**config.mk**
```make
export PLATFORM = sky130hd
export DESIGN_NAME = mag_guard
export DESIGN_NICKNAME = d
export VERILOG_FILES = /design/src/logic/mag_pkg.sv /design/src/logic/mag_sync3.sv /design/src/logic/mag_guard.sv
export SDC_FILE = /design/constraint.sdc
export NUM_CORES = 1
export LEC_CHECK = 0
export BUFFER_PORTS_ARGS = -buffer_cell sky130_fd_sc_hd__buf_2
export CAP_MARGIN = 30
export CORE_ASPECT_RATIO = 0.75
export CORE_MARGIN = 2
export CORE_UTILIZATION = 35
export CTS_CLUSTER_DIAMETER = 150
export DETAILED_ROUTE_END_ITERATION = 8
export GPL_TIMING_DRIVEN = 0
export MAX_ROUTING_LAYER = met4
export PLACE_DENSITY = 0.72
export SLEW_MARGIN = 20
export SYNTH_ARGS = -nofsm -noshare
export SYNTH_HDL_FRONTEND = slang
export SYNTH_SLANG_ARGS = --single-unit
```
**constraint.sdc**
```tcl
create_clock -name clk_in -period 3.9 [get_ports clk_in]
set_input_delay 0.585 -clock clk_in [delete_from_list [all_inputs] [get_ports clk_in]]
set_output_delay 0.585 -clock clk_in [all_outputs]
set_load 0.02 [all_outputs]
```
**src/logic/mag_pkg.sv**
```systemverilog
// constants and types of the mode and access guard
// Overview of operation
// boot picks system mode when test is available, else user mode
// only system to user switch, by long call to one address; no return
// blown delivery fuse makes test software selection impossible
// only boot and test code run privileged; application gets user mode only
// user mode cannot change fuse held security configuration
// top 128 eeprom bytes appear only at reserved logical addresses
// user mode reads only a defined byte subset of the reserved row
// rom split in two; user mode reaches only the application part
// no instruction fetch from the application part in privileged mode
// user mode may only read the row; privileged mode has full eeprom access
// partition boundaries are fixed constants, unchangeable by software
// accesses outside implemented ranges force a system reset
// cache and ram address and data consistency is checked continuously
// each special register is granted per function and current mode
// denied or missing special register reads return a fixed value
// denied or missing special register writes force a system reset
// user mode never holds any privileged access right
// reset cause indicator stays valid after each reset while powered
// factory key area is 64 bytes at the start of the row
// a violation reset restarts the boot decision
`default_nettype none

package mag_pkg;

  // ==========================================================================
  // modes and access kinds
  typedef enum logic [1:0] {MD_BOOT, MD_SYSTEM, MD_USER} mag_mode_t;

  localparam logic [1:0] KIND_FETCH = 2'h0;
  localparam logic [1:0] KIND_READ  = 2'h1;
  localparam logic [1:0] KIND_WRITE = 2'h2;

  localparam logic [1:0] SPC_CODE  = 2'h0;
  localparam logic [1:0] SPC_XDATA = 2'h1;
  localparam logic [1:0] SPC_REG   = 2'h2;

  // ==========================================================================
  // fixed memory partitions
  localparam logic [15:0] ROM_USR_BASE  = 16'h2000;
  localparam logic [15:0] ROM_USR_END   = 16'h9FFF;
  localparam logic [15:0] MODE_SW_ADDR  = 16'h2000;
  localparam logic [15:0] EEP_USR_END   = 16'h0F7F;
  localparam logic [15:0] ROW_PHYS_BASE = 16'h0F80;
  localparam logic [15:0] ROW_LOG_BASE  = 16'hF000;
  localparam logic [15:0] ROW_LOG_END   = 16'hF07F;
  localparam logic [6:0]  FAB_LAST      = 7'h3F;
  localparam logic [6:0]  ROW_URD_LAST  = 7'h1F;
  localparam logic [6:0]  ROW_UCFG_BASE = 7'h40;
  localparam logic [15:0] RAM_BASE      = 16'h1000;
  localparam logic [15:0] RAM_END       = 16'h17FF;

  // ==========================================================================
  // special function register classes
  localparam logic [15:0] REG_LO        = 16'h0080;
  localparam logic [15:0] REG_HI        = 16'h00FF;
  localparam logic [7:0]  REG_UCFG_BASE = 8'hC0;
  localparam logic [7:0]  REG_SYS_BASE  = 8'hE0;
  localparam logic [7:0]  REG_NIMP_BASE = 8'hF0;
  localparam logic [7:0]  REG_FIXED_VAL = 8'hFF;

  // ==========================================================================
  // reset causes and reset values
  localparam logic [2:0] CS_POWER = 3'h0;
  localparam logic [2:0] CS_RANGE = 3'h1;
  localparam logic [2:0] CS_MEM   = 3'h2;
  localparam logic [2:0] CS_REG   = 3'h3;
  localparam logic [2:0] CS_CONS  = 3'h4;
  localparam logic [2:0] CS_FUSE  = 3'h5;
  localparam logic [2:0] CS_NONE  = 3'h7;
  localparam logic [7:0] RDATA_RST = 8'h00;

endpackage

`default_nettype wire

```
**src/logic/mag_sync3.sv**
```systemverilog
// three stage synchroniser for a pin level
`timescale 1ns/10ps
`default_nettype none

module mag_sync3 (
  // clock and reset
  input  wire logic clk_in,
  input  wire logic rstn_in,
  // pin level and clean level
  input  wire logic d_in,
  output logic      q_out
);

  typedef struct packed {
    logic s1;
    logic s2;
    logic s3;
    logic q;
  } mag_sync_t;

  mag_sync_t st;
  mag_sync_t next_st;

  // ==========================================================================
  // a change counts once stages two and three agree
  always_comb begin
    next_st    = st;
    next_st.s1 = d_in;
    next_st.s2 = st.s1;
    next_st.s3 = st.s2;
    if (st.s2 == st.s3) begin
      next_st.q = st.s3;
    end
  end

  always_ff @(posedge clk_in or negedge rstn_in) begin
    if (!rstn_in) begin
      st <= '0;
    end else begin
      st <= next_st;
    end
  end

  assign q_out = st.q;

endmodule

`default_nettype wire

```
**src/logic/mag_guard.sv**
```systemverilog
// mode controller and memory and register access guard
`timescale 1ns/10ps
`default_nettype none

module mag_guard (
  // clock and reset
  input  wire logic        clk_in,
  input  wire logic        rstn_in,
  // pins
  input  wire logic        test_pin_in,
  input  wire logic        fuse_blown_in,
  // boot decision from boot code
  input  wire logic        boot_done_in,
  input  wire logic        boot_test_sel_in,
  // cpu access
  input  wire logic        acc_valid_in,
  input  wire logic [1:0]  acc_kind_in,
  input  wire logic [1:0]  acc_space_in,
  input  wire logic [15:0] acc_addr_in,
  input  wire logic [7:0]  acc_wdata_in,
  input  wire logic        long_call_instruction_in,
  input  wire logic [15:0] long_call_target_in,
  input  wire logic        fuse_wr_in,
  // memory side
  input  wire logic [7:0]  mem_rdata_in,
  input  wire logic        mem_par_in,
  input  wire logic        cache_valid_in,
  input  wire logic [15:0] cache_addr_in,
  input  wire logic [7:0]  cache_data_in,
  input  wire logic        cache_par_in,
  // memory control
  output logic             mem_en_out,
  output logic             mem_we_out,
  output logic [15:0]      mem_addr_out,
  output logic             ram_par_out,
  output logic             fuse_wr_en_out,
  // answers and status
  output logic             rsp_valid_out,
  output logic [7:0]       rsp_rdata_out,
  output logic             privileged_out,
  output logic             sys_reset_out,
  output logic [2:0]       reset_cause_out
);

  typedef struct packed {
    mag_pkg::mag_mode_t mode;
    logic               rsp_valid;
    logic [7:0]         rdata;
    logic               sys_reset;
    logic [2:0]         cause;
  } mag_state_t;

  mag_state_t  st;
  mag_state_t  next_st;
  logic        test_pin_s;
  logic        fuse_s;
  logic        user;
  logic        v_range;
  logic        v_right;
  logic        v_reg;
  logic        rd_block;
  logic        in_ram;
  logic        c_err;
  logic [2:0]  cause_c;
  logic [15:0] phys;
  logic [6:0]  row_off;

  // ==========================================================================
  // functions
  function automatic logic par(input logic [15:0] a, input logic [7:0] d);
    par = ^{a, d};
  endfunction

  // register permission by address class and mode
  function automatic logic reg_ok(input logic [7:0] a, input logic usr, input logic wr);
    if (a >= mag_pkg::REG_NIMP_BASE) begin
      reg_ok = 1'b0;
    end else if (a >= mag_pkg::REG_SYS_BASE) begin
      reg_ok = !usr;
    end else if (a >= mag_pkg::REG_UCFG_BASE) begin
      reg_ok = !(usr && wr);
    end else begin
      reg_ok = 1'b1;
    end
  endfunction

  // user readable subset of the reserved row
  function automatic logic row_user_rd(input logic [6:0] off);
    row_user_rd = (off <= mag_pkg::ROW_URD_LAST) || (off >= mag_pkg::ROW_UCFG_BASE);
  endfunction

  // ==========================================================================
  // pin synchronisers
  mag_sync3 u_sync_test (
    .clk_in  (clk_in),
    .rstn_in (rstn_in),
    .d_in    (test_pin_in),
    .q_out   (test_pin_s)
  );

  mag_sync3 u_sync_fuse (
    .clk_in  (clk_in),
    .rstn_in (rstn_in),
    .d_in    (fuse_blown_in),
    .q_out   (fuse_s)
  );

  assign user    = (st.mode == mag_pkg::MD_USER);
  assign row_off = acc_addr_in[6:0];
  assign in_ram  = (acc_addr_in >= mag_pkg::RAM_BASE) && (acc_addr_in <= mag_pkg::RAM_END);

  // ==========================================================================
  // access decode and next state
  always_comb begin
    next_st           = st;
    next_st.sys_reset = 1'b0;
    next_st.rsp_valid = 1'b0;
    v_range           = 1'b0;
    v_right           = 1'b0;
    v_reg             = 1'b0;
    rd_block          = 1'b0;
    phys              = acc_addr_in;
    unique case (acc_space_in)
      mag_pkg::SPC_CODE: begin
        if (acc_addr_in > mag_pkg::ROM_USR_END) begin
          v_range = 1'b1;
        end else if (acc_kind_in == mag_pkg::KIND_WRITE) begin
          v_right = 1'b1;
        end else if (user && acc_addr_in < mag_pkg::ROM_USR_BASE) begin
          v_right = 1'b1;
        end else if (!user && acc_kind_in == mag_pkg::KIND_FETCH
                     && acc_addr_in >= mag_pkg::ROM_USR_BASE) begin
          v_right = 1'b1;
        end
      end
      mag_pkg::SPC_XDATA: begin
        if (acc_kind_in == mag_pkg::KIND_FETCH) begin
          v_right = 1'b1;
        end else if (acc_addr_in <= mag_pkg::EEP_USR_END || in_ram) begin
          v_right = 1'b0;
        end else if (acc_addr_in >= mag_pkg::ROW_LOG_BASE
                     && acc_addr_in <= mag_pkg::ROW_LOG_END) begin
          phys = mag_pkg::ROW_PHYS_BASE + {9'h000, row_off};
          if (user && acc_kind_in == mag_pkg::KIND_WRITE) begin
            v_right = 1'b1;
          end else if (user && !row_user_rd(row_off)) begin
            rd_block = 1'b1;
          end
        end else begin
          v_range = 1'b1;
        end
      end
      mag_pkg::SPC_REG: begin
        if (acc_addr_in < mag_pkg::REG_LO || acc_addr_in > mag_pkg::REG_HI) begin
          v_range = 1'b1;
        end else if (acc_kind_in == mag_pkg::KIND_FETCH) begin
          v_right = 1'b1;
        end else if (!reg_ok(acc_addr_in[7:0], user, acc_kind_in == mag_pkg::KIND_WRITE)) begin
          if (acc_kind_in == mag_pkg::KIND_WRITE) begin
            v_reg = 1'b1;
          end else begin
            rd_block = 1'b1;
          end
        end
      end
      default: begin
        v_range = 1'b1;
      end
    endcase

    // consistency of cache lines and ram reads
    c_err = (cache_valid_in && par(cache_addr_in, cache_data_in) != cache_par_in)
            || (acc_valid_in && acc_space_in == mag_pkg::SPC_XDATA && in_ram
                && acc_kind_in == mag_pkg::KIND_READ
                && par(acc_addr_in, mem_rdata_in) != mem_par_in);

    if (acc_valid_in && v_range) begin
      cause_c = mag_pkg::CS_RANGE;
    end else if (acc_valid_in && v_reg) begin
      cause_c = mag_pkg::CS_REG;
    end else if (acc_valid_in && v_right) begin
      cause_c = mag_pkg::CS_MEM;
    end else if (c_err) begin
      cause_c = mag_pkg::CS_CONS;
    end else if (fuse_wr_in && user) begin
      cause_c = mag_pkg::CS_FUSE;
    end else begin
      cause_c = mag_pkg::CS_NONE;
    end

    if (cause_c != mag_pkg::CS_NONE) begin
      next_st.sys_reset = 1'b1;
      next_st.cause     = cause_c;
      next_st.mode      = mag_pkg::MD_BOOT;
    end else begin
      if (acc_valid_in && acc_kind_in != mag_pkg::KIND_WRITE) begin
        next_st.rsp_valid = 1'b1;
        next_st.rdata     = rd_block ? mag_pkg::REG_FIXED_VAL : mem_rdata_in;
      end
      unique case (st.mode)
        mag_pkg::MD_BOOT: begin
          if (boot_done_in) begin
            next_st.mode = (boot_test_sel_in && test_pin_s && !fuse_s)
                           ? mag_pkg::MD_SYSTEM : mag_pkg::MD_USER;
          end
        end
        mag_pkg::MD_SYSTEM: begin
          if (long_call_instruction_in && long_call_target_in == mag_pkg::MODE_SW_ADDR) begin
            next_st.mode = mag_pkg::MD_USER;
          end
        end
        mag_pkg::MD_USER: begin
          next_st.mode = mag_pkg::MD_USER;
        end
      endcase
    end
  end

  always_ff @(posedge clk_in or negedge rstn_in) begin
    if (!rstn_in) begin
      st.mode      <= mag_pkg::MD_BOOT;
      st.rsp_valid <= 1'b0;
      st.rdata     <= mag_pkg::RDATA_RST;
      st.sys_reset <= 1'b0;
      st.cause     <= mag_pkg::CS_POWER;
    end else begin
      st <= next_st;
    end
  end

  // ==========================================================================
  // outputs
  assign mem_en_out      = acc_valid_in && !v_range && !v_right && !v_reg && !rd_block;
  assign mem_we_out      = mem_en_out && (acc_kind_in == mag_pkg::KIND_WRITE);
  assign mem_addr_out    = phys;
  assign ram_par_out     = par(acc_addr_in, acc_wdata_in);
  assign fuse_wr_en_out  = fuse_wr_in && !user;
  assign rsp_valid_out   = st.rsp_valid;
  assign rsp_rdata_out   = st.rdata;
  assign privileged_out  = !user;
  assign sys_reset_out   = st.sys_reset;
  assign reset_cause_out = st.cause;
endmodule

`default_nettype wire

```
Word level (Yosys, flattened, before mapping)
Index checks and enable logic that the tools add are counted.
{"block": "op_classes", "addsub": 1, "mul": 0, "n_div": 0, "order_cmp": 15, "n_eq_ne": 15, "n_shift": 0, "muxes": 56, "bitwise_logic": 1, "reduce_logical": 46}
{"op": "XOR reduction 24 bit", "n": 3}
{"op": "2-to-1 mux 16 bit", "n": 4}
{"op": "2-to-1 mux 1 bit", "n": 35}
{"op": "logical AND 1 bit", "n": 26}
{"op": ">= comparator 8 bit, second input constant", "n": 3}
{"op": "2-to-1 mux 9 bit", "n": 2}
{"op": "== test 16 x 14 -> 1 bit, second input constant", "n": 1}
{"op": ">= comparator 16 x 13 -> 1 bit, second input constant", "n": 1}
{"op": ">= comparator 16 x 14 -> 1 bit, second input constant", "n": 1}
{"op": ">= comparator 16 bit, second input constant", "n": 1}
{"op": "greater-than comparator 16 bit, second input constant", "n": 1}
{"op": "greater-than comparator 16 x 8 -> 1 bit, second input constant", "n": 1}
{"op": "less-or-equal comparator 16 x 12 -> 1 bit, second input constant", "n": 1}
{"op": "less-or-equal comparator 16 x 13 -> 1 bit, second input constant", "n": 1}
{"op": "less-or-equal comparator 16 bit, second input constant", "n": 1}
{"op": "less-than comparator 16 x 14 -> 1 bit, second input constant", "n": 1}
{"op": "less-than comparator 16 x 8 -> 1 bit, second input constant", "n": 1}
{"op": "adder 12 x 7 -> 13 bit, first input constant", "n": 1}
{"op": "2-to-1 mux 2 bit", "n": 6}
{"op": "2-to-1 mux 3 bit", "n": 3}
{"op": "inequality test 3 bit, second input constant", "n": 3}
{"op": "zero test 1 bit", "n": 8}
{"op": "2-to-1 mux 8 bit", "n": 1}
{"op": ">= comparator 7 bit, second input constant", "n": 1}
{"op": "other kinds (14)", "n": 27}
{"block": "word_totals", "register_bits": 23, "latchBits": 0, "mem_bits_rw": 0, "rom_bits": 0, "out_inout_bits": 34, "wordCells": 147, "mem_count": 0}

Longest topological paths before layout
Gate-level depths: netlist of the first run.
{"block": "depth", "word_depth": 19, "mapped_depth": 10, "ltp_nobuf": 9}

By module
From an unflattened synthesis of the first run, not the netlist that was laid out.
{"block": "unflattened", "hier_cells": 274, "area_unflattened_um2": 2482.4}
{"mod": "mag_guard", "instances": 1, "cells_each": 264, "area_per_inst_um2": 2259.7, "seq_area_each_um2": 375.4}
{"mod": "mag_sync3", "instances": 2, "cells_each": 5, "area_per_inst_um2": 111.4, "seq_area_each_um2": 100.1}

Worst setup path after synthesis of the first run
Ideal clock, no wire load.
{"block": "synth_path", "path_kind": "input -> output", "from": "in acc_addr_in[14]", "to": "out mem_we_out", "arrival_ps": 2656, "required_ps": 3315, "slack_ps": 659, "cell_stages": 9, "cell_sequence": "inv_1 ha_1 inv_1 o21a_1 a221o_1 and4_1 o21ai_1 and3_1 and2_1"}
{"block": "synth_between", "elab_chain_len": 12}
{"item": "start: declaration", "line_no": "mag_guard.sv:19", "text": "input wire logic [15:0] acc_addr_in,"}
{"item": ">= comparator 16 x 14 -> 1 bit (tied with other cells)", "line_no": "mag_guard.sv:132", "text": "&& acc_addr_in >= mag_pkg::ROM_USR_BASE) begin"}
{"item": "logical AND 1 bit, on equally long branches", "line_no": "mag_guard.sv:132, mag_guard.sv:110, mag_guard.sv:142"}
{"item": "2-to-1 mux 1 bit (tied with other cells)", "line_no": "mag_guard.sv:131", "text": "end else if (!user && acc_kind_in == mag_pkg::KIND_FETCH"}
{"item": "2-to-1 mux 1 bit, on equally long branches", "line_no": "mag_guard.sv:129, mag_guard.sv:139"}
{"item": "2-to-1 mux 1 bit, on equally long branches", "line_no": "mag_guard.sv:127, mag_guard.sv:137"}
{"item": "2-to-1 mux 1 bit or case mux 1 bit (3 select lines) (tied branches)", "line_no": "mag_guard.sv:125, mag_guard.sv:123"}
{"item": "case mux 1 bit (3 select lines) or zero test 1 bit (tied branches)", "line_no": "mag_guard.sv:123, mag_guard.sv:233"}
{"item": "zero test 1 bit or logical AND 1 bit (tied branches)", "line_no": "mag_guard.sv:233", "text": "assign mem_en_out = acc_valid_in && !v_range && !v_right && !v_reg && !rd_block;"}
{"item": "logical AND 1 bit (2 in series)", "line_no": "mag_guard.sv:233"}
{"item": "logical AND 1 bit *", "line_no": "mag_guard.sv:233"}
{"item": "net mem_en_out", "line_no": "mag_guard.sv:32", "text": "output logic mem_en_out,"}
{"item": "logical AND 1 bit *", "line_no": "mag_guard.sv:234", "text": "assign mem_we_out = mem_en_out && (acc_kind_in == mag_pkg::KIND_WRITE);"}
{"item": "end: declaration", "line_no": "mag_guard.sv:33", "text": "output logic mem_we_out,"}
Mark *: on every way through the listed nets, which the timed path passes. The rest lies on a longest branch.

Worst setup path in the final report of the first run
{"block": "layout_path", "from": "in acc_addr_in[14]", "to": "out mem_we_out"}
{"block": "layout_between", "elab_chain_len": 12}
{"item": ">= comparator 16 x 14 -> 1 bit (tied with other cells)", "line_no": "mag_guard.sv:132"}
{"item": "logical AND 1 bit, on equally long branches", "line_no": "mag_guard.sv:132, mag_guard.sv:110, mag_guard.sv:142"}
{"item": "2-to-1 mux 1 bit (tied with other cells)", "line_no": "mag_guard.sv:131"}
{"item": "2-to-1 mux 1 bit, on equally long branches", "line_no": "mag_guard.sv:129, mag_guard.sv:139"}
{"item": "2-to-1 mux 1 bit, on equally long branches", "line_no": "mag_guard.sv:127, mag_guard.sv:137"}
{"item": "2-to-1 mux 1 bit or case mux 1 bit (3 select lines) (tied branches)", "line_no": "mag_guard.sv:125, mag_guard.sv:123"}
{"item": "case mux 1 bit (3 select lines) or zero test 1 bit (tied branches)", "line_no": "mag_guard.sv:123, mag_guard.sv:233"}
{"item": "zero test 1 bit or logical AND 1 bit (tied branches)", "line_no": "mag_guard.sv:233"}
{"item": "logical AND 1 bit (2 in series)", "line_no": "mag_guard.sv:233"}
{"item": "logical AND 1 bit *", "line_no": "mag_guard.sv:233"}
{"item": "logical AND 1 bit *", "line_no": "mag_guard.sv:234"}
Every way passes the cells marked *; elsewhere a longest branch is shown, timed or not.

==> impl_metrics.csv, run 1 <==
group,metric,value,unit
finish,multi_input_area,1640,sq um
finish,mostFrequentLayoutCell,"buf_2",
worst_setup_path,cp.arrival,2960,ps
worst_setup_path,start_kind,"input pin",
worst_setup_path,crit_required,3310,ps
pwr,leakagePower,1.62,nW
yosys,synth_ff_type,"dfrtp_1",
global_route,grt_pass1_vias,2256,
routing,ant_nets,0,
routing,drc_errors,0,
clock_network,cts_buffers,3,
yosys,ys_ff_latch,23,
worst_setup_path,end_kind,"primary output",
worst_setup_path,crit_path_frequent_cell,"buf_2",
pwr,seqPwrFrac,0.277,
floorplan,die_w,101,um
worst_setup_path,path_max_fanout,9,
worst_setup_path,r2r_slack,1070,ps
yosys,syn_inst,264,
clock_network,clk_pin_slew,80,ps
finish,fin_nets,508,
global_route,track_usage,0.167,
placement,port_buffers,121,
timing,drv_slew,0,
floorplan,row_count,26,
pwr,swShare,0.400,
timing,grt_setup_unrepaired,"false",
worst_setup_path,max_stage_delay,380,ps
routing,drt_iter0_markers,149,
placement,dp_cells,469,
pwr,pwr-share-clk,0.117,
floorplan,core,6800,sq um
timing,period_needed,3540,ps
routing,dr.pass1.iters,4,
worst_setup_path,worstPathCellList,"buf_2 > inv_1 > ha_1 > nor3b_1 > o21ai_0 > a221o_1 > and4_1 > o21ai_2 > and3_1 > and2_1 > buf_2",
pwr,power_frac_comb,0.606,
clock_network,clock-sinks,23,
timing,fin_crit_sh,0.909,
yosys,synth_nets,382,
clock_network,clockRootBuffer,"clkbuf_8",
routing,drt_wl_total,6360,um
placement,gp_congestion,0.984,
routing,vias,2330,
timing,setup_viol,0,
pwr,power,1.25,mW
worst_setup_path,crit_path_top_delay_cell,"a221o_1",
yosys,syn_area_per_cell,9.29,sq um
global_route,overflow,0,
yosys,synth-edff-count,0,
finish,fillCellCount,674,
finish,final_cell_area,3220,sq um
finish,layout-drive-gt1-share,0.406,
worst_setup_path,rr_startpoint,"st[13]",
flow_run,drv_cap,0,
outcome,status,"finished, final reports clean",
worst_setup_path,path_class,"in -> out",
clock_network,cts_tree,"yes",
timing,max_slew_margin,0.628,
pwr,p_int,0.752,mW
floorplan,dieArea,7700,sq um
yosys,ys_async_sr_fraction,1.00,
timing,hold_violations,0,
yosys,ys_seq_area_frac,0.235,
timing,worst_pin_slew,557,ps
placement,dpl_cell_area,3160,sq um
worst_setup_path,timing.rr.end,"rsp_rdata_out[5]",
finish,final_cell_mix,"buf_2 (121), xnor2_1 (38), ha_1 (30), inv_1 (24), dfrtp_1 (23)",
routing,routedWlPerCell,13.4,um
yosys,synth.distinct_cells,49,
timing,clock.fmax,282,MHz
placement,dp_hpwl,5340,um
global_route,grt_max_degree,24,
floorplan,die_y,76.5,um
clock_network,insertion_delay,260,ps
clock_network,holdBufCountCts,0,
finish,seqCellArea,576,sq um
yosys,syn_area,2450,sq um
pwr,vdd_drop_max,0.218,mV
yosys,ys_warn_count,0,
timing,fin_skew,1.23,ps
clock_network,htree_levels,1,
global_route,grt_antenna_before_repair,1,
floorplan,start_util,0.361,
pwr,p_per_area,389,nW/um^2
timing,fin_tns_setup,0,ps
finish,finalNonFillerCells,474,
worst_setup_path,rr_worst_depth,10,
finish,areaGrowthSynthToFinish,31.1,%
global_route,grt_pass1_wl,10300,um
floorplan,pin_count,122,
routing,via_per_inst,4.92,
pwr,p_switching,0.501,mW
clock_network,clockBufferDepth,2,
worst_hold_path,hold_path_class,"in -> async",
[worst max-delay path, delay by kind of cell]
kind / cells / cell delay [ps]
AOI/OAI and AO/OA: 3 / 860
and+or+nand+nor: 4 / 780
buffers and inverters: 3 / 390
adders and majority gates: 1 / 340
[logic make-up (layout without fill, tap and decap cells)]
kind of cell,count (synthesis),count (layout),synth area share
AND/OR/NAND/NOR,72,72,0.171
XOR/XNOR,45,45,0.178
buffers and inverters,43,168,0.0964
AO/OA/AOI/OAI,40,40,0.118
adder cells (fa/ha/maj),32,32,0.161
flip-flops,23,23,0.235
multiplexers,9,9,0.0408
other,0,1,0
[area by class of cell]
| class | count | area share |
|---|---|---|
| clock inverters | 1 | 0.00156 |
| multi-input cells | 198 | 0.511 |
| plain buffers | 19 | 0.0455 |
| well taps | 84 | 0.0327 |
| repair buffers | 121 | 0.188 |
| flip-flops and latches | 23 | 0.179 |
| diodes | 1 | 0.000778 |
| clock buffers | 3 | 0.0128 |
| inverters | 24 | 0.0280 |
[state kept, by name, summed over array words and instances (netlist names)]
register,count
reset_cause_out,3
rsp_rdata_out,8
rsp_valid_out,1
st,2
sys_reset_out,1
u_sync_fuse.next_st,2
u_sync_fuse.q_out,1
u_sync_fuse.st,1
u_sync_test.next_st,2
u_sync_test.q_out,1
u_sync_test.st,1
[synth_stat cells (all sizes together) (2+ instances only)]
cell type	count	area [sq um]
and3	3	18.8
and2	2	12.5
nor3b	2	15.0
and4	6	52.6
o21ai	11	55.1
xnor3	3	67.6
nand2b	10	62.6
nand2	8	30.0
nand3	4	20.0
xor2	4	35.0
ha	30	375
dfrtp	23	576
nor4b	4	35.0
a31oi	4	25.0
o21a	4	30.0
nor2b	3	18.8
o211ai	2	15.0
a21oi	3	15.0
buf	19	146
xnor2	38	333
mux2	8	90.1
or2	2	12.5
nor3	2	10.0
maj3	2	20.0
a221o	2	20.0
inv	24	90.1
or3	3	18.8
nor2	14	52.6
nand4	6	37.5
[stage by stage]
step,setup slack [ps],util,hold slack (ps)
after CTS,115,0.472,288
after detailed placement,130,0.465,341
after floorplan,659,-,289
after global placement,114,0.465,332
final,355,0.473,275
after global routing,184,0.473,304
[per-layer routing]
metal,global-route usage,share of wire,vias up
met5,-,0,-
met3,0.0303,0.081,11
met2,0.265,0.45,127
li1,-,-,1155
met1,0.223,0.46,1037
met4,0.0342,0.014,0
[power groups by stage]
stage	Sequential [mW]	Clock (mW)	Combinational, mW
after floorplan	0.350	0	0.531
after global placement	0.350	0	0.750
after detailed placement	0.352	0	0.759
after CTS	0.349	0.154	0.764
after global routing	0.359	0.163	0.826
final	0.347	0.147	0.758
[worst max path at each step]
stage | from | to | slack (ps) | cells after the start
2_1_floorplan | acc_addr_in[14] | mem_we_out | 660 | 9
3_3_place_gp | acc_addr_in[14] | mem_we_out | 110 | 11
3_5_place_dp | acc_addr_in[7] | mem_we_out | 130 | 11
4_1_cts | acc_addr_in[14] | mem_we_out | 120 | 11
5_1_grt | acc_addr_in[14] | mem_we_out | 180 | 11
6_report | acc_addr_in[14] | mem_we_out | 360 | 11
[repair_timing]
action,CTS,global route
buffers inserted,0,0
hold endpoints to repair,0,0
endpoints found under the setup margin,0,1
gates resized for setup,0,1
Note: power is estimated with default switching activity, not from simulation.
==> run 2: changes to the inputs <==
==> constraint.sdc (replaced) <==
create_clock -name clk_in -period 3.9 [get_ports clk_in]
set_input_delay 0.585 -clock clk_in [delete_from_list [all_inputs] [get_ports clk_in]]
set_output_delay 0.585 -clock clk_in [all_outputs]
set_load 0.1 [all_outputs]
==> run 2 against run 1 <==
  * Die area unchanged
  * Fmax is 2.7% lower
  * Sequential share of layout area about the same
  * Critical path depth unchanged
  * Non-clock buffer count is the same
  * Largest cell class unchanged
  * Largest power group unchanged
==> impl_metrics.csv, run 2 (synthesis results as in run 1) <==
group,metric,value,unit
floorplan,dieArea,7700,sq um
worst_setup_path,crit_required,3310,ps
timing,fin_skew,1.37,ps
routing,ant_nets,0,
global_route,track_usage,0.161,
worst_setup_path,crit_path_top_delay_cell,"or3_1",
worst_setup_path,path_class,"in -> out",
clock_network,clockBufferDepth,2,
floorplan,core,6800,sq um
routing,drt_iter0_markers,144,
timing,hold_violations,0,
floorplan,die_y,76.5,um
worst_setup_path,worstPathCellList,"buf_2 > inv_1 > ha_1 > nand4_1 > or3_1 > a221o_1 > a31oi_1 > and3_1 > and3_1 > and2_2 > clkbuf_4",
worst_setup_path,max_stage_delay,370,ps
timing,max_slew_margin,0.657,
global_route,grt_pass1_wl,9880,um
timing,setup_viol,0,
worst_setup_path,path_max_fanout,7,
timing,period_needed,3640,ps
global_route,overflow,0,
timing,grt_setup_unrepaired,"false",
pwr,p_switching,1.06,mW
pwr,pwr-share-clk,0.078,
timing,drv_slew,0,
finish,fin_nets,508,
clock_network,cts_tree,"yes",
pwr,swShare,0.584,
clock_network,cts_buffers,3,
routing,via_per_inst,4.86,
finish,mostFrequentLayoutCell,"buf_2",
placement,gp_congestion,0.974,
pwr,p_per_area,560,nW/um^2
global_route,grt_antenna_before_repair,0,
routing,drc_errors,0,
pwr,seqPwrFrac,0.193,
flow_run,drv_cap,0,
clock_network,clock-sinks,23,
routing,drt_wl_total,6230,um
finish,layout-drive-gt1-share,0.409,
finish,finalNonFillerCells,473,
clock_network,htree_levels,1,
floorplan,start_util,0.361,
routing,vias,2298,
pwr,leakagePower,1.62,nW
finish,largest_reg_flops,8,
placement,dp_hpwl,5250,um
worst_setup_path,end_kind,"primary output",
finish,fillCellCount,677,
finish,final_util,0.474,
finish,areaGrowthSynthToFinish,31.5,%
floorplan,die_w,101,um
routing,dr.pass1.iters,4,
pwr,power_frac_comb,0.729,
floorplan,pin_count,122,
clock_network,clockRootBuffer,"clkbuf_8",
outcome,status,"finished, final reports clean",
global_route,grt_max_degree,24,
worst_hold_path,hold_path_class,"in -> async",
routing,routedWlPerCell,13.2,um
timing,fin_crit_sh,0.934,
finish,final_cell_area,3220,sq um
pwr,p_int,0.751,mW
timing,layout_setup_ws,256,ps
worst_setup_path,start_kind,"input pin",
finish,n_antenna_cell,0,
finish,final_cell_mix,"buf_2 (120), xnor2_1 (38), ha_1 (30), inv_1 (24), dfrtp_1 (23)",
timing,worst_pin_slew,513,ps
placement,dp_cells,469,
worst_setup_path,crit_path_frequent_cell,"and3_1",
pwr,vdd_drop_max,0.465,mV
placement,place_ws,-143,ps
placement,port_buffers,121,
clock_network,insertion_delay,260,ps
floorplan,row_count,26,
timing,clock.fmax,274,MHz
global_route,grt_pass1_vias,2225,
clock_network,clk_pin_slew,70,ps
worst_setup_path,cp.arrival,3060,ps
placement,dpl_cell_area,3160,sq um
==> run 2: changes by cell type in the layout (fill, tap and decap cells not counted) <==
cell / previous run / this run
and2_1: 2 / 1
and2_2: 0 / 1
buf_2: 121 / 120
clkbuf_4: 0 / 1
diode_2: 1 / 0
o21ai_2: 1 / 0
o21ai_4: 0 / 1
==> run 2: layer usage <==
layer,share of wire,vias to the layer above,GRT usage
li1,-,1150,-
met1,0.46,1030,0.215
met2,0.45,114,0.263
met3,0.086,4,0.0239
met4,0.0067,0,0.0233
met5,0,-,-
==> run 2: repair_timing <==
| item | in CTS | in global routing |
|---|---|---|
| gates resized for setup | 1 | 2 |
| buffers inserted | 0 | 0 |
| pin swaps | 0 | 0 |
| setup endpoints to repair | 2 | 1 |
| gates cloned | 0 | 0 |
| hold buffers | 0 | 0 |
==> run 2: layout make-up <==
class | instances | area [sq um] | area share
buffer | 19 | 146 | 0.0454
clock buffer | 3 | 41.3 | 0.0128
clock inverter | 1 | 5.00 | 0.00155
inverter | 24 | 90.1 | 0.0279
multi-input combinational | 198 | 1650 | 0.513
sequential | 23 | 576 | 0.179
tap | 84 | 105 | 0.0326
timing repair buffer | 121 | 608 | 0.189
==> run 2: power groups by stage <==
stage	registers [mW]	logic, mW	clock network (mW)
2_1_floorplan	0.391	1.06	0
4_1_cts	0.349	1.32	0.148
3_3_place_gp	0.351	1.31	0
5_1_grt	0.358	1.38	0.160
6_report	0.348	1.32	0.141
3_5_place_dp	0.352	1.32	0
==> run 2: critical path, delay by kind of cell <==
kind                     cells  cell delay (ps)
AND/OR/NAND/NOR              5             1140
buffers and inverters        3              540
AO/OA/AOI/OAI                2              500
adder cells (fa/ha/maj)      1              280
==> run 2: final timing paths <==
path | to | slack, ps | from | cells past startpoint
setup / recovery | mem_we_out | 260 | acc_addr_in[14] | 11
hold / removal | rsp_valid_out | 280 | rstn_in | 1
setup reg to reg | rsp_rdata_out[5] | 1100 | st[13] | 10
hold reg to reg | u_sync_test.next_st[1] | 350 | u_sync_test.next_st[2] | 0
max in group asynchronous | sys_reset_out | 3280 | rstn_in | 1
min in group clk_in | u_sync_test.next_st[1] | 350 | u_sync_test.next_st[2] | 0
==> run 2: per-stage QoR <==
stage | setup TNS (ps) | hold WS (ps) | power (mW)
2_1_floorplan | -2240 | 289 | 1.45
3_3_place_gp | -181 | 332 | 1.66
3_5_place_dp | -166 | 336 | 1.67
4_1_cts | 0 | 298 | 1.82
5_1_grt | 0 | 306 | 1.90
6_report | 0 | 284 | 1.81
==> run 3: changes to the inputs <==
--- a/config.mk
+++ b/config.mk
@@ -7,7 +7,6 @@
 export LEC_CHECK = 0
 export BUFFER_PORTS_ARGS = -buffer_cell sky130_fd_sc_hd__buf_2
 export CAP_MARGIN = 30
-export CORE_ASPECT_RATIO = 0.75
 export CORE_MARGIN = 2
 export CORE_UTILIZATION = 35
 export CTS_CLUSTER_DIAMETER = 150
==> run 3 against run 2 <==
  * Clock skew is 7.0 ps higher
  * Sequential power hardly changed
  * Wire length is 2.0% lower
  * Global-route usage is 0.67 points lower
  * Power hardly changed
  * Clock-buffer cell count stayed put
  * Final area is 0.47% higher
  * Hold slack worse by 5.8 ps
  * Worst setup slack worse by 20 ps
  * Via count is 0.96% higher
  * Utilization is 0.26 points higher
  * Critical path type unchanged
==> impl_metrics.csv, run 3 (synthesis results as in run 1) <==
group,metric,value,unit
finish,fin_nets,508,
global_route,grt_pass1_vias,2137,
timing,layout_setup_ws,236,ps
clock_network,postCtsSetupRepairBufs,0,
timing,hold_violations,0,
pwr,vdd_drop_max,0.546,mV
routing,drc_errors,0,
floorplan,core,6790,sq um
worst_setup_path,end_kind,"primary output",
timing,worst_pin_slew,560,ps
global_route,grt_pass1_wl,9270,um
routing,ant_nets,0,
floorplan,die_w,87.7,um
placement,gp_congestion,0.851,
routing,via_per_inst,4.78,
floorplan,pin_count,122,
routing,highest_layer,"met4",
timing,fin_tns_setup,0,ps
finish,mostFrequentLayoutCell,"buf_2",
flow_run,drv_cap,0,
outcome,status,"finished, final reports clean",
placement,place_ws,-170,ps
worst_setup_path,path_class,"in -> out",
timing,setup_viol,0,
finish,n_antenna_cell,0,
finish,fillCellCount,674,
clock_network,cts_buffers,3,
routing,wl_met2,2800,um
finish,finalNonFillerCells,485,
clock_network,clock-sinks,23,
timing,timing.hold.ws,278,ps
timing,grt_setup_unrepaired,"false",
worst_setup_path,start_kind,"input pin",
pwr,leakagePower,1.62,nW
timing,max_slew_margin,0.626,
finish,layout-drive-gt1-share,0.409,
global_route,track_usage,0.154,
placement,dp_cells,481,
finish,final_cell_mix,"buf_2 (120), xnor2_1 (38), ha_1 (30), inv_1 (24), dfrtp_1 (23)",
floorplan,die_y,87.7,um
worst_setup_path,cp.arrival,3080,ps
timing,fin_crit_sh,0.940,
timing,period_needed,3660,ps
global_route,grt_max_degree,24,
floorplan,start_util,0.361,
routing,routedWlPerCell,12.6,um
clock_network,clockRootBuffer,"clkbuf_8",
global_route,overflow,0,
worst_setup_path,crit_required,3310,ps
routing,met3_length,549,um
clock_network,clk_pin_slew,80,ps
clock_network,insertion_delay,260,ps
floorplan,dieArea,7690,sq um
worst_hold_path,hold_path_class,"in -> async",
finish,final_util,0.477,
routing,drt_iter0_markers,110,
finish,areaGrowthSynthToFinish,32.1,%
finish,largest_reg_flops,8,
placement,dp_hpwl,5080,um
worst_setup_path,path_max_fanout,7,
placement,port_buffers,121,
clock_network,htree_levels,1,
timing,fin_skew,8.36,ps
routing,vias,2320,
global_route,grt_antenna_before_repair,0,
clock_network,cts_tree,"yes",
clock_network,clockBufferDepth,2,
timing,drv_slew,0,
timing,clock.fmax,273,MHz
pwr,p_per_area,558,nW/um^2
routing,dr.pass1.iters,4,
routing,wl_met1,2690,um
floorplan,row_count,30,
routing,drt_wl_total,6100,um
run 3: cell counts in the layout (fill, tap and decap cells not counted):
No cell type changed its count.
run 3: critical path: stages:
cell      delay (ps)
buf_2            110
inv_1            110
ha_1             280
nand4_1          210
or3_1            360
a221o_1          300
a31oi_1          200
and3_1           250
and3_1           190
and2_2           140
clkbuf_4         320
run 3: metal layers:
metal,up-vias,track usage
met5,-,-
met1,1052,0.199
met2,120,0.253
li1,1142,-
met3,6,0.0339
met4,0,0.0210
run 3: area by class of cell:
type	count	area, sq um	area share
Clock buffer	3	41.3	0.0127
Timing Repair Buffer	121	608	0.188
Sequential cell	23	576	0.178
Clock inverter	1	5.00	0.00154
Multi-Input combinational cell	198	1650	0.510
Tap cell	96	120	0.0371
Inverter	24	90.1	0.0278
Buffer	19	146	0.0452
run 3: through the flow:
stage | cell area (sq um) | power (mW)
after floorplan | 2450 | 1.45
after global placement | 3180 | 1.66
after detailed placement | 3180 | 1.67
after CTS | 3230 | 1.82
after global routing | 3240 | 1.90
final | 3240 | 1.81
run 3: final timing paths:
check	startpoint	endpoint	slack, ps	cells past startpoint
min reg2reg	u_sync_fuse.next_st[2]	u_sync_fuse.next_st[1]	380	0
max	acc_addr_in[14]	mem_we_out	240	11
max in group asynchronous	rstn_in	st[13]	3280	1
min in group clk_in	u_sync_fuse.next_st[2]	u_sync_fuse.next_st[1]	380	0
min	rstn_in	reset_cause_out[2]	280	1
max reg2reg	st[13]	rsp_rdata_out[7]	1080	10
run 3: timing repair:
action                                  4_1_cts  5_1_grt
resized for setup                             1        2
endpoints found under the setup margin        2        2
hold buffers                                  0        0
run 3: where the power goes:
| part | switching (mW) | internal, mW | total, mW |
|---|---|---|---|
| logic | 0.946 | 0.369 | 1.32 |
| clock network | 0.0750 | 0.0712 | 0.146 |
| registers | 0.0351 | 0.310 | 0.345 |
